<file path="src/core/radio_cfg_pkg.sv">
package radio_cfg_pkg;

  // ==========================================================
  // Register port geometry
  localparam int ADDR_W = 10;
  localparam int DATA_W = 8;

  // ==========================================================
  // Register offsets
  localparam logic [9:0] OFF_PHASE_TRIM = 10'h118;
  localparam logic [9:0] OFF_AMPL_TRIM = 10'h119;
  localparam logic [9:0] OFF_OP_OPTIONS = 10'h11A;
  localparam logic [9:0] OFF_PREAMBLE_TOL = 10'h11B;
  localparam logic [9:0] OFF_CODING = 10'h11C;
  localparam logic [9:0] OFF_PREAMBLE_BYTES = 10'h11D;
  localparam logic [9:0] OFF_CRC_LO = 10'h11E;
  localparam logic [9:0] OFF_CRC_HI = 10'h11F;
  localparam logic [9:0] OFF_LOCK_TIME_LO = 10'h13E;
  localparam logic [9:0] OFF_LOCK_TIME_HI = 10'h13F;

  // ==========================================================
  // Values after reset
  localparam logic [7:0] RST_REG = 8'h00;
  localparam logic [7:0] RST_RDATA = 8'h00;

  // ==========================================================
  // Field positions in the operation options register
  localparam int BIT_SMART_WAKE = 7;
  localparam int BIT_IF_CAL = 6;
  localparam int BIT_LP_QUALIFY = 5;
  localparam int BIT_AUTO_RX = 4;
  localparam int BIT_AUTO_TX = 3;
  localparam int BIT_CUSTOM_LOCK = 2;
  localparam int BIT_EXT_RX_AMP = 1;
  localparam int BIT_EXT_TX_AMP = 0;

  // ==========================================================
  // Field positions in the symbol coding register
  localparam int BIT_MANCHESTER = 6;
  localparam int BIT_PROG_CRC = 5;
  localparam int BIT_EIGHT_TEN = 4;
  localparam int BIT_WHITENING = 3;
  localparam int SYM_WIDTH_MSB = 2;
  localparam logic [2:0] SYM_WIDTH_8 = 3'h0;
  localparam logic [2:0] SYM_WIDTH_10 = 3'h1;

  // ==========================================================
  // Preamble tolerance codes
  localparam logic [3:0] TOL_DISABLED = 4'h0;
  localparam logic [3:0] TOL_FOUR_ERR = 4'h8;
  localparam logic [3:0] TOL_ZERO_ERR = 4'hC;

  // ==========================================================
  // Types
  typedef enum logic [2:0] {
    sleep_state,
    off_state,
    ready_state,
    receive_state,
    transmit_state
  } radio_state_t;

  typedef struct packed {
    logic detect_enable;
    logic [2:0] err_pairs;
    logic not_recommended;
    logic reserved_code;
  } preamble_cfg_t;

  typedef struct packed {
    logic smart_wake_enable;
    logic low_power_signal_qualify;
    logic manchester_enable;
    logic programmable_crc_select;
    logic eight_ten_enable;
    logic whitening_enable;
    logic symbol_10bit;
    logic symbol_reserved;
    logic sync_lock_allowed;
    logic [10:0] preamble_bits;
    logic [6:0] phase_trim;
    logic [6:0] amplitude_trim;
  } radio_cfg_t;

endpackage : radio_cfg_pkg

</file>
<file path="src/core/preamble_tolerance_decode.sv">
`timescale 1ns/1ps
`default_nettype none

module preamble_tolerance_decode (
  // Tolerance code
  input wire logic [3:0] code_i,
  // Decoded meaning
  output radio_cfg_pkg::preamble_cfg_t cfg_o
);
  import radio_cfg_pkg::*;

  always_comb begin
    cfg_o = '0;
    if (code_i == TOL_DISABLED) begin
      cfg_o.detect_enable = 1'b0;
    end else if (code_i > TOL_ZERO_ERR) begin
      cfg_o.reserved_code = 1'b1;
    end else if (code_i < TOL_FOUR_ERR) begin
      // Detection still runs so a poor setting degrades rather than stops.
      cfg_o.detect_enable = 1'b1;
      cfg_o.not_recommended = 1'b1;
      cfg_o.err_pairs = 3'h4;
    end else begin
      cfg_o.detect_enable = 1'b1;
      cfg_o.err_pairs = 3'(TOL_ZERO_ERR - code_i);
    end
  end

endmodule : preamble_tolerance_decode
`default_nettype wire

</file>
<file path="src/core/radio_mode_packet_config.sv">
// Notes on behaviour
// - Hold a 7-bit I/Q phase trim in bits 6:0; bit 7 reserved.
// - Hold a 7-bit I/Q amplitude trim in bits 6:0; bit 7 reserved.
// - Smart wake is on exactly while its enable bit is one.
// - Request IF filter calibration on off-to-ready moves when enabled.
// - Low-power signal qualification applies only while its bit is one.
// - In packet mode, turn to receive after a transmission when enabled.
// - In packet mode, turn to transmit after a valid reception when enabled.
// - Custom lock time from two registers when enabled, else built-in default.
// - Receive amplifier pin high in receive, low elsewhere awake, off when disabled.
// - Transmit amplifier pin high in transmit, low elsewhere awake, off when disabled.
// - Decode preamble tolerance: 12 none, 11..8 one to four, 0 off.
// - Manchester coding applies only while its enable bit is one.
// - Programmable CRC when selected, built-in CRC otherwise.
// - 8b/10b coding applies only while its enable bit is one.
// - Whitening applies only while its enable bit is one.
// - Symbol width code 0 is 8 bits, 1 is 10 bits, rest reserved.
// - Preamble length counts bytes, eight bits per unit.
// - Frequency loop may lock on sync only when preamble detection is off.
// - CRC polynomial is 16 bits over a low and a high byte register.
`timescale 1ns/1ps
`default_nettype none

module radio_mode_packet_config #(
  parameter logic [15:0] DEFAULT_LOCK_TIME = 16'h0100
) (
  // Clock and reset
  input wire logic clk_i,
  input wire logic srst_i,
  // Register port
  input wire logic [radio_cfg_pkg::ADDR_W-1:0] addr_i,
  input wire logic [radio_cfg_pkg::DATA_W-1:0] wdata_i,
  input wire logic we_i,
  input wire logic re_i,
  output logic [radio_cfg_pkg::DATA_W-1:0] rdata_o,
  // Radio state machine
  input wire radio_cfg_pkg::radio_state_t radio_state_i,
  input wire logic packet_mode_i,
  input wire logic tx_done_i,
  input wire logic rx_valid_i,
  output logic if_cal_req_o,
  output logic auto_rx_req_o,
  output logic auto_tx_req_o,
  // Settings for neighbouring blocks
  output radio_cfg_pkg::radio_cfg_t cfg_o,
  output radio_cfg_pkg::preamble_cfg_t preamble_cfg_o,
  output logic [15:0] lock_time_o,
  output logic [15:0] crc_polynomial_o,
  // External amplifier control pins
  output logic lna_o,
  output logic lna_oe_o,
  output logic pa_o,
  output logic pa_oe_o
);
  import radio_cfg_pkg::*;

  // ==========================================================
  // Register storage
  logic [7:0] phase_trim;
  logic [7:0] ampl_trim;
  logic [7:0] op_options;
  logic [7:0] preamble_tol;
  logic [7:0] coding;
  logic [7:0] preamble_bytes;
  logic [7:0] crc_lo;
  logic [7:0] crc_hi;
  logic [7:0] lock_lo;
  logic [7:0] lock_hi;
  logic [7:0] next_rdata;
  radio_state_t prev_state;
  preamble_cfg_t pre_dec;

  function automatic logic hit(input logic [9:0] a, input logic [9:0] off);
    hit = (a == off);
  endfunction : hit

  // Reserved bits are stored as written so software sees its own value back.
  // phase trim store
  always_ff @(posedge clk_i) begin
    if (srst_i) begin
      phase_trim <= RST_REG;
    end else if (we_i && hit(addr_i, OFF_PHASE_TRIM)) begin
      phase_trim <= wdata_i;
    end
  end

  always_ff @(posedge clk_i) begin
    if (srst_i) begin
      ampl_trim <= RST_REG;
    end else if (we_i && hit(addr_i, OFF_AMPL_TRIM)) begin
      ampl_trim <= wdata_i;
    end
  end

  always_ff @(posedge clk_i) begin
    if (srst_i) begin
      op_options <= RST_REG;
      preamble_tol <= RST_REG;
      coding <= RST_REG;
      preamble_bytes <= RST_REG;
    end else if (we_i) begin
      if (hit(addr_i, OFF_OP_OPTIONS)) begin
        op_options <= wdata_i;
      end
      if (hit(addr_i, OFF_PREAMBLE_TOL)) begin
        preamble_tol <= wdata_i;
      end
      if (hit(addr_i, OFF_CODING)) begin
        coding <= wdata_i;
      end
      if (hit(addr_i, OFF_PREAMBLE_BYTES)) begin
        preamble_bytes <= wdata_i;
      end
    end
  end

  always_ff @(posedge clk_i) begin
    if (srst_i) begin
      crc_lo <= RST_REG;
      crc_hi <= RST_REG;
    end else if (we_i) begin
      if (hit(addr_i, OFF_CRC_LO)) begin
        crc_lo <= wdata_i;
      end
      if (hit(addr_i, OFF_CRC_HI)) begin
        crc_hi <= wdata_i;
      end
    end
  end

  always_ff @(posedge clk_i) begin
    if (srst_i) begin
      lock_lo <= RST_REG;
      lock_hi <= RST_REG;
    end else if (we_i) begin
      if (hit(addr_i, OFF_LOCK_TIME_LO)) begin
        lock_lo <= wdata_i;
      end
      if (hit(addr_i, OFF_LOCK_TIME_HI)) begin
        lock_hi <= wdata_i;
      end
    end
  end

  // ==========================================================
  // Read path
  // readback mux
  always_comb begin
    case (addr_i)
      OFF_PHASE_TRIM: next_rdata = phase_trim;
      OFF_AMPL_TRIM: next_rdata = ampl_trim;
      OFF_OP_OPTIONS: next_rdata = op_options;
      OFF_PREAMBLE_TOL: next_rdata = preamble_tol;
      OFF_CODING: next_rdata = coding;
      OFF_PREAMBLE_BYTES: next_rdata = preamble_bytes;
      OFF_CRC_LO: next_rdata = crc_lo;
      OFF_CRC_HI: next_rdata = crc_hi;
      OFF_LOCK_TIME_LO: next_rdata = lock_lo;
      OFF_LOCK_TIME_HI: next_rdata = lock_hi;
      default: next_rdata = RST_RDATA;
    endcase
  end

  // Read data stand for one cycle only, so a stale value is never mistaken.
  always_ff @(posedge clk_i) begin
    if (srst_i) begin
      rdata_o <= RST_RDATA;
    end else if (re_i) begin
      rdata_o <= next_rdata;
    end else begin
      rdata_o <= RST_RDATA;
    end
  end

  // ==========================================================
  // Decoded settings
  preamble_tolerance_decode u_pre_dec (
    .code_i(preamble_tol[3:0]),
    .cfg_o(pre_dec)
  );

  always_ff @(posedge clk_i) begin
    if (srst_i) begin
      preamble_cfg_o <= '0;
    end else begin
      preamble_cfg_o <= pre_dec;
    end
  end

  always_ff @(posedge clk_i) begin
    if (srst_i) begin
      cfg_o <= '0;
    end else begin
      cfg_o.smart_wake_enable <= op_options[BIT_SMART_WAKE];
      cfg_o.low_power_signal_qualify <= op_options[BIT_LP_QUALIFY];
      cfg_o.manchester_enable <= coding[BIT_MANCHESTER];
      cfg_o.programmable_crc_select <= coding[BIT_PROG_CRC];
      cfg_o.eight_ten_enable <= coding[BIT_EIGHT_TEN];
      cfg_o.whitening_enable <= coding[BIT_WHITENING];
      cfg_o.symbol_10bit <= (coding[SYM_WIDTH_MSB:0] == SYM_WIDTH_10);
      cfg_o.symbol_reserved <= (coding[SYM_WIDTH_MSB:0] != SYM_WIDTH_8) &&
                               (coding[SYM_WIDTH_MSB:0] != SYM_WIDTH_10);
      cfg_o.sync_lock_allowed <= (preamble_tol[3:0] == TOL_DISABLED);
      cfg_o.preamble_bits <= {preamble_bytes, 3'b000};
      cfg_o.phase_trim <= phase_trim[6:0];
      cfg_o.amplitude_trim <= ampl_trim[6:0];
    end
  end

  always_ff @(posedge clk_i) begin
    if (srst_i) begin
      lock_time_o <= DEFAULT_LOCK_TIME;
    end else if (op_options[BIT_CUSTOM_LOCK]) begin
      lock_time_o <= {lock_hi, lock_lo};
    end else begin
      lock_time_o <= DEFAULT_LOCK_TIME;
    end
  end

  always_ff @(posedge clk_i) begin
    if (srst_i) begin
      crc_polynomial_o <= {RST_REG, RST_REG};
    end else begin
      crc_polynomial_o <= {crc_hi, crc_lo};
    end
  end

  // ==========================================================
  // State-driven requests
  always_ff @(posedge clk_i) begin
    if (srst_i) begin
      prev_state <= sleep_state;
    end else begin
      prev_state <= radio_state_i;
    end
  end

  always_ff @(posedge clk_i) begin
    if (srst_i) begin
      if_cal_req_o <= 1'b0;
    end else begin
      if_cal_req_o <= op_options[BIT_IF_CAL] && (prev_state == off_state) &&
                      (radio_state_i == ready_state);
    end
  end

  // Turnarounds exist only in packet mode; in other modes the bits are inert.
  // receive turnaround
  always_ff @(posedge clk_i) begin
    if (srst_i) begin
      auto_rx_req_o <= 1'b0;
    end else begin
      auto_rx_req_o <= tx_done_i && packet_mode_i && op_options[BIT_AUTO_RX];
    end
  end

  always_ff @(posedge clk_i) begin
    if (srst_i) begin
      auto_tx_req_o <= 1'b0;
    end else begin
      auto_tx_req_o <= rx_valid_i && packet_mode_i && op_options[BIT_AUTO_TX];
    end
  end

  // ==========================================================
  // Amplifier pins
  // In sleep the pins are released, since the amplifiers are unpowered then.
  // receive amplifier pin
  always_ff @(posedge clk_i) begin
    if (srst_i) begin
      lna_o <= 1'b0;
      lna_oe_o <= 1'b0;
    end else begin
      lna_oe_o <= op_options[BIT_EXT_RX_AMP] && (radio_state_i != sleep_state);
      lna_o <= op_options[BIT_EXT_RX_AMP] && (radio_state_i == receive_state);
    end
  end

  always_ff @(posedge clk_i) begin
    if (srst_i) begin
      pa_o <= 1'b0;
      pa_oe_o <= 1'b0;
    end else begin
      pa_oe_o <= op_options[BIT_EXT_TX_AMP] && (radio_state_i != sleep_state);
      pa_o <= op_options[BIT_EXT_TX_AMP] && (radio_state_i == transmit_state);
    end
  end

  // ==========================================================
  // Checks
  a_phase_store: assert property (
    @(posedge clk_i) disable iff (srst_i)
    (we_i && addr_i == OFF_PHASE_TRIM) |=> ##1 cfg_o.phase_trim == $past(wdata_i[6:0], 2))
    else $error("phase trim not applied");

  a_ampl_store: assert property (
    @(posedge clk_i) disable iff (srst_i)
    (we_i && addr_i == OFF_AMPL_TRIM) |=> ##1 cfg_o.amplitude_trim == $past(wdata_i[6:0], 2))
    else $error("amplitude trim not applied");

  a_read_back: assert property (
    @(posedge clk_i) disable iff (srst_i)
    (we_i && addr_i == OFF_CODING) ##1 (re_i && !we_i && addr_i == OFF_CODING)
    |=> rdata_o == $past(wdata_i, 2))
    else $error("readback differs from write");

  a_cal_pulse: assert property (
    @(posedge clk_i) disable iff (srst_i)
    (prev_state == off_state && radio_state_i == ready_state)
    |=> if_cal_req_o == $past(op_options[BIT_IF_CAL]))
    else $error("calibration request wrong");

  a_rx_turn: assert property (
    @(posedge clk_i) disable iff (srst_i)
    (tx_done_i && packet_mode_i) |=> auto_rx_req_o == $past(op_options[BIT_AUTO_RX]))
    else $error("receive turnaround wrong");

  a_tx_turn: assert property (
    @(posedge clk_i) disable iff (srst_i)
    !(rx_valid_i && packet_mode_i) |=> !auto_tx_req_o)
    else $error("spurious transmit turnaround");

  a_lna_pin: assert property (
    @(posedge clk_i) disable iff (srst_i)
    (op_options[BIT_EXT_RX_AMP] && radio_state_i == receive_state) |=> (lna_o && lna_oe_o))
    else $error("receive amplifier pin not high");

  a_pa_pin: assert property (
    @(posedge clk_i) disable iff (srst_i)
    (op_options[BIT_EXT_TX_AMP] && radio_state_i == ready_state) |=> (!pa_o && pa_oe_o))
    else $error("transmit amplifier pin not low");

  a_lock_time: assert property (
    @(posedge clk_i) disable iff (srst_i)
    !op_options[BIT_CUSTOM_LOCK] |=> lock_time_o == DEFAULT_LOCK_TIME)
    else $error("default lock time not used");

  a_pre_bits: assert property (
    @(posedge clk_i) disable iff (srst_i)
    (we_i && addr_i == OFF_PREAMBLE_BYTES) |=> ##1 cfg_o.preamble_bits == 11'($past(wdata_i, 2)) * 11'd8)
    else $error("preamble bit count wrong");

  a_pre_off: assert property (
    @(posedge clk_i) disable iff (srst_i)
    (!srst_i && preamble_tol[3:0] == TOL_DISABLED) |=> (!preamble_cfg_o.detect_enable && cfg_o.sync_lock_allowed))
    else $error("preamble detection not disabled");

  a_sym_width: assert property (
    @(posedge clk_i) disable iff (srst_i)
    (coding[2:0] == SYM_WIDTH_10) |=> (cfg_o.symbol_10bit && !cfg_o.symbol_reserved))
    else $error("symbol width decode wrong");

endmodule : radio_mode_packet_config
`default_nettype wire

</file>
<file path="config.mk">
export PLATFORM = sky130hd
export DESIGN_NAME = radio_mode_packet_config
export DESIGN_NICKNAME = d
export VERILOG_FILES = /design/src/core/radio_cfg_pkg.sv /design/src/core/preamble_tolerance_decode.sv /design/src/core/radio_mode_packet_config.sv
export SDC_FILE = /design/constraint.sdc
export NUM_CORES = 1
export LEC_CHECK = 0
export BUFFER_PORTS_ARGS = -buffer_cell sky130_fd_sc_hd__clkbuf_2
export CAP_MARGIN = 0
export CORE_MARGIN = 10
export CORE_UTILIZATION = 40
export DETAILED_ROUTE_END_ITERATION = 10
export GPL_TIMING_DRIVEN = 0
export SETUP_SLACK_MARGIN = 0.5
export SYNTH_ARGS = -nofsm -noshare
export SYNTH_HDL_FRONTEND = slang
export SYNTH_SLANG_ARGS = --single-unit
</file>
<file path="constraint.sdc">
create_clock -name clk_i -period 2.45 [get_ports clk_i]
set_input_delay 0.735 -clock clk_i [delete_from_list [all_inputs] [get_ports clk_i]]
set_output_delay 0.735 -clock clk_i [all_outputs]
set_load 0.01 [all_outputs]
</file>
# Word level (Yosys, flattened, before mapping)

Index checks and enable logic that the tools add are counted.

Equal/unequal tests: 16
Multipliers: 0
Add/subtract/negate cells: 1
Reduce and logical (&&, ||, !) cells: 29
Mux-type cells: 4
$lt $le $gt $ge: 2
Shifts and indexed selects: 0
Div/mod/pow operators: 0
Bitwise logic cells: 2

Operator list:

| operator            | count |
|---|---|
| $eq 10x9->1 const B | 10 |
| $pmux 8 s10         | 1 |
| $reduce_and 2->1    | 8 |
| $logic_and 1x1->1   | 13 |
| $eq 3x1->1 const B  | 2 |
| $eq 3x2->1 const B  | 2 |
| $reduce_bool 3->1   | 2 |
| $reduce_or 2->1     | 3 |
| $gt 4x4->1 const B  | 1 |
| $logic_not 4->1     | 1 |
| $lt 4x4->1 const B  | 1 |
| $reduce_or 4->1     | 1 |
| $eq 3x3->1 const B  | 1 |
| $mux 3              | 1 |
| $ne 3x1->1 const B  | 1 |
| $reduce_or 3->1     | 1 |
| $sub 3x3->3 const A | 1 |
| $mux 1              | 2 |
| $not 1->1           | 2 |

Latch bits: 0
Flip-flop bits (word level): 170
Memory bits (read-only): 0
Memories: 0
Bits in writable memories: 0

# Logic depth before layout (Yosys ltp)

Depth in word-level cells: 3
Depth in mapped cells: 7
Gate-level depth less buffers: 5

# Hierarchy

Synthesis repeated with hierarchy kept, for this count alone.

Cells, all modules: 596
Area, all modules: 6303.5 um2

Modules (own cells, without submodules):

| module                    | cells each | area each (um2) | times used |
|---|---|---|---|
| radio_mode_packet_config  | 584        | 6224.7          | 1 |
| preamble_tolerance_decode | 12         | 78.8            | 1 |

# Least setup slack after synthesis

OpenSTA, ideal clock, no wires.

Path kind: input to register
Start point: input port addr_i[7] (netlist bit)
End point: register lock_hi[0]
Data arrival time: 2259 ps
Path slack: 67 ps
Stages on the path: 5
Path through: or4b_4 -> buf_6 -> nor4_4 -> mux2i_1 -> nor2_2

Longest elaborated chain between the ends: 2

Ends and longest elaborated chain:

| item                              | RTL line                        | source |
|---|---|---|
| from (decl)                       | radio_mode_packet_config.sv:31  | `input wire logic [radio_cfg_pkg::ADDR_W-1:0] addr_i,` |
| $eq 10x9->1                       | radio_mode_packet_config.sv:74  | `hit = (a == off);` |
| $reduce_and 2->1 (no source line) | --                              |  |
| to (signal assigned)              | radio_mode_packet_config.sv:140 | `lock_hi <= wdata_i;` |
| to (decl)                         | radio_mode_packet_config.sv:68  | `logic [7:0] lock_hi;` |

No other way between the ends.
A chain may end at the register's enable or synchronous reset.

# Worst setup path after layout

Start point: input port addr_i[9] (netlist bit)
End point: register crc_hi[6]

Longest elaborated chain between the ends: 2

Ends and longest elaborated chain:

| item                              | RTL line                        | source |
|---|---|---|
| $eq 10x9->1                       | radio_mode_packet_config.sv:74  |  |
| $reduce_and 2->1 (no source line) | --                              |  |
| to (signal assigned)              | radio_mode_packet_config.sv:126 | `crc_hi <= wdata_i;` |
| to (decl)                         | radio_mode_packet_config.sv:66  | `logic [7:0] crc_hi;` |

No other way between the ends.

==> flow_summary.yaml <==
clocking:
  clock_sink_count: 167
  cts_tree: "built"
  clk_latency_ns: 0.44
  clock_path_buffers: 2
  cts_buffers: 17
  htreeDepth: 4
  clkSlewWorstSetupHoldPaths_ns: 0.06
  ctsRootBufferMaster: "clkbuf_16"
timing:
  finClkSkew_ns: 0.0286
  finalSetupViolations: 0
  fin_crit_sh: 0.854
  slew-limit-headroom: 0.531
  whs_ns: 0.485
  finalMaxSlewViolations: 0
  tightest_slew_ns: 0.703
  rsz0062_at_grt: "true"
  fmax_ghz: 0.478
  min_period_ns: 2.09
  finalHoldViolations: 0
route:
  num_vias: 4774
  drtIter0Drc: 295
  viasPerCell: 5.18
  wire_per_inst_um: 19.8
  drc: 0
  ant_nets: 0
  wl_mm: 18.2
  drt-pass1-iter-count: 5
finish:
  fillerInstances: 1298
  n_antenna_cell: 0
  drive_gt1_frac: 0.305
  final_core_util: 0.537
  final_nets: 754
  regMostFlops: "cfg_o"
  fin_cells: 921
  design_area_um2: 7890
  syn2layout_area_growth_pct: 30.5
  reg.largest.list: "cfg_o (31), crc_polynomial_o (16), lock_time_o (16)"
  largest_register_ffs: 31
synth:
  synth.most_common_cell: "dfxtp_1"
  synth.area.top_cells: "dfxtp_1 (55%), mux2i_1 (8.4%), nor2b_1 (4.8%), mux4_2 (3.4%), nor2_1 (3.1%)"
  yosys.area.top_type: "dfxtp_1"
  synth_warnings: 0
  synth_cell_type_count: 47
  ys_top_cells_by_count: "dfxtp_1 (167), mux2i_1 (51), nor2_1 (50), nor2b_1 (46), clkbuf_1 (30)"
  syn-cell-area_um2: 6050
  ys_seq_area_frac: 0.553
  ys_ff_latch: 167
  ys.flop_type: "dfxtp_1"
  synth_top_cell_area_share: 0.553
  syn_inst: 579
  synthArstFlopShare: 0
  synth_edf_count: 0
  syn_area_per_cell_um2: 10.4
floorplan:
  initial_core_util: 0.411
  dieArea_um2: 20400
  top_level_ports: 115
  core_um2: 14700
  die_h_um: 143
  fp.dieW_um: 143
  rows: 44
worst_setup_path:
  crit_top_cell: "buf_8"
  crit_cells: 8
  cpLargestDelayFamily: "simple AND/OR/NAND/NOR gates"
  arrival_ns: 2.38
  path_cells: "buf_8, or4b_4, buf_8, or3_4, buf_8, clkbuf_16, o21ai_2, o31ai_2"
  critical_path.max_fanout: 6
  cp-end-kind: "register"
  critPathMaxStageDelay_ns: 0.53
  ff2ff_path_depth: 4
  crit_buf_inv: 4
  startpoint_type: "input pin"
  path_class: "in2reg"
  critical_path_required_ns: 2.73
  slowest_stage: "or4b_4"
  r2r_slack_ns: 0.91
status:
  outcome: "complete, no violations"
global_route:
  grt_pass1_vias: 4880
  antenna_found_initial: 0
  grt_pass1_wl_mm: 27.8
  gr-total-overflow: 0
  grt_max_degree: 17
  grt_use_total: 0.180
place:
  globalplace.congestion: 0.927
  port_buffers: 108
  post-place-cells: 873
  dpl-instance-area_um2: 6870
  dp_hpwl_mm: 13.4
hold_path:
  hold_path_depth: 1
  hp-class: "reg2reg"
run:
  cap_viol_max_count: 0
power_and_ir_drop:
  leakage_nw: 3.36
  powerDensity_nw_per_um2: 717
  peakVddDrop_mv: 0.402
  power_mw: 5.66
-- layout make-up --
type / instances / area [um^2] / area share
flip-flops and latches: 167 / 3340 / 0.424
multi-input cells: 362 / 2680 / 0.339
repair buffers: 125 / 751 / 0.0951
clock buffers: 20 / 447 / 0.0566
plain buffers: 42 / 258 / 0.0327
well taps: 184 / 230 / 0.0292
clock inverters: 11 / 150 / 0.0190
inverters: 10 / 37.5 / 0.00476
-- metrics by stage --
stage          TNS [ns]  setup slack (ns)
2_1_floorplan         0             0.163
3_3_place_gp      -5.97            -0.319
3_5_place_dp      -7.15            -0.336
4_1_cts               0             0.299
5_1_grt               0             0.349
6_report              0             0.358
-- placed cells by master, fill, tap and decap left out, types with 3 or more instances in the layout --
master     instances
dfxtp_1          167
clkbuf_2         115
nor2_1            50
mux2i_1           50
nor2b_1           46
nand2_1           26
o21ai_0           24
clkbuf_1          20
and2_1            18
nand2b_1          18
clkbuf_16         18
buf_4             13
a21o_1            11
o21ai_2           11
inv_1             10
o31ai_2            9
mux4_2             9
o31ai_1            8
nand3b_1           7
a21oi_1            7
o22ai_1            6
nand4_1            5
nand3_1            5
buf_6              5
buf_12             5
o211ai_1           5
nor3_1             4
buf_2              3
clkbuf_4           3
nor4b_1            3
buf_8              3
nor4_4             3
o21ai_4            3
nor3b_1            3
conb_1             3
clkinv_4           3
bufinv_16          3
-- per-layer routing --
layer  routed length (um)  global-route usage
met5                    0                   0
met4                  227              0.0575
met3                 1570              0.0660
met2                 9020               0.303
met1                 7370               0.208
-- cell families after synthesis --
group / after synthesis / share of synthesized area
fa+ha+maj: 1 / 0.00207
xor+xnor: 1 / 0.00145
simple gates: 205 / 0.193
mux: 61 / 0.120
compound gates: 91 / 0.0933
flops: 167 / 0.553
buf+inv: 52 / 0.0364
other cells: 1 / 0.000620
-- power by group --
| part | internal, mW | switching (mW) |
|---|---|---|
| clock network | 1.63 | 1.08 |
| logic | 0.0732 | 0.161 |
| registers | 2.72 | 0.00104 |
-- worst paths after layout --
check	to	startpoint
worst max-delay path	crc_hi[6]	addr_i[9]
worst min-delay path	lock_time_o[7]	lock_lo[7]
worst max register to register	op_options[2]	op_options[2]
worst min register to register	lock_time_o[7]	lock_lo[7]
-- what timing repair did --
| item | in CTS | in global routing |
|---|---|---|
| gates cloned | 0 | 1 |
| buffers inserted | 13 | 3 |
| endpoints found under the hold margin | 0 | 0 |
| pin swaps | 8 | 5 |
| endpoints found under the setup margin | 70 | 56 |
| hold buffers | 0 | 0 |
| gates resized for setup | 19 | 52 |
Power figures use the tool's default switching activity.
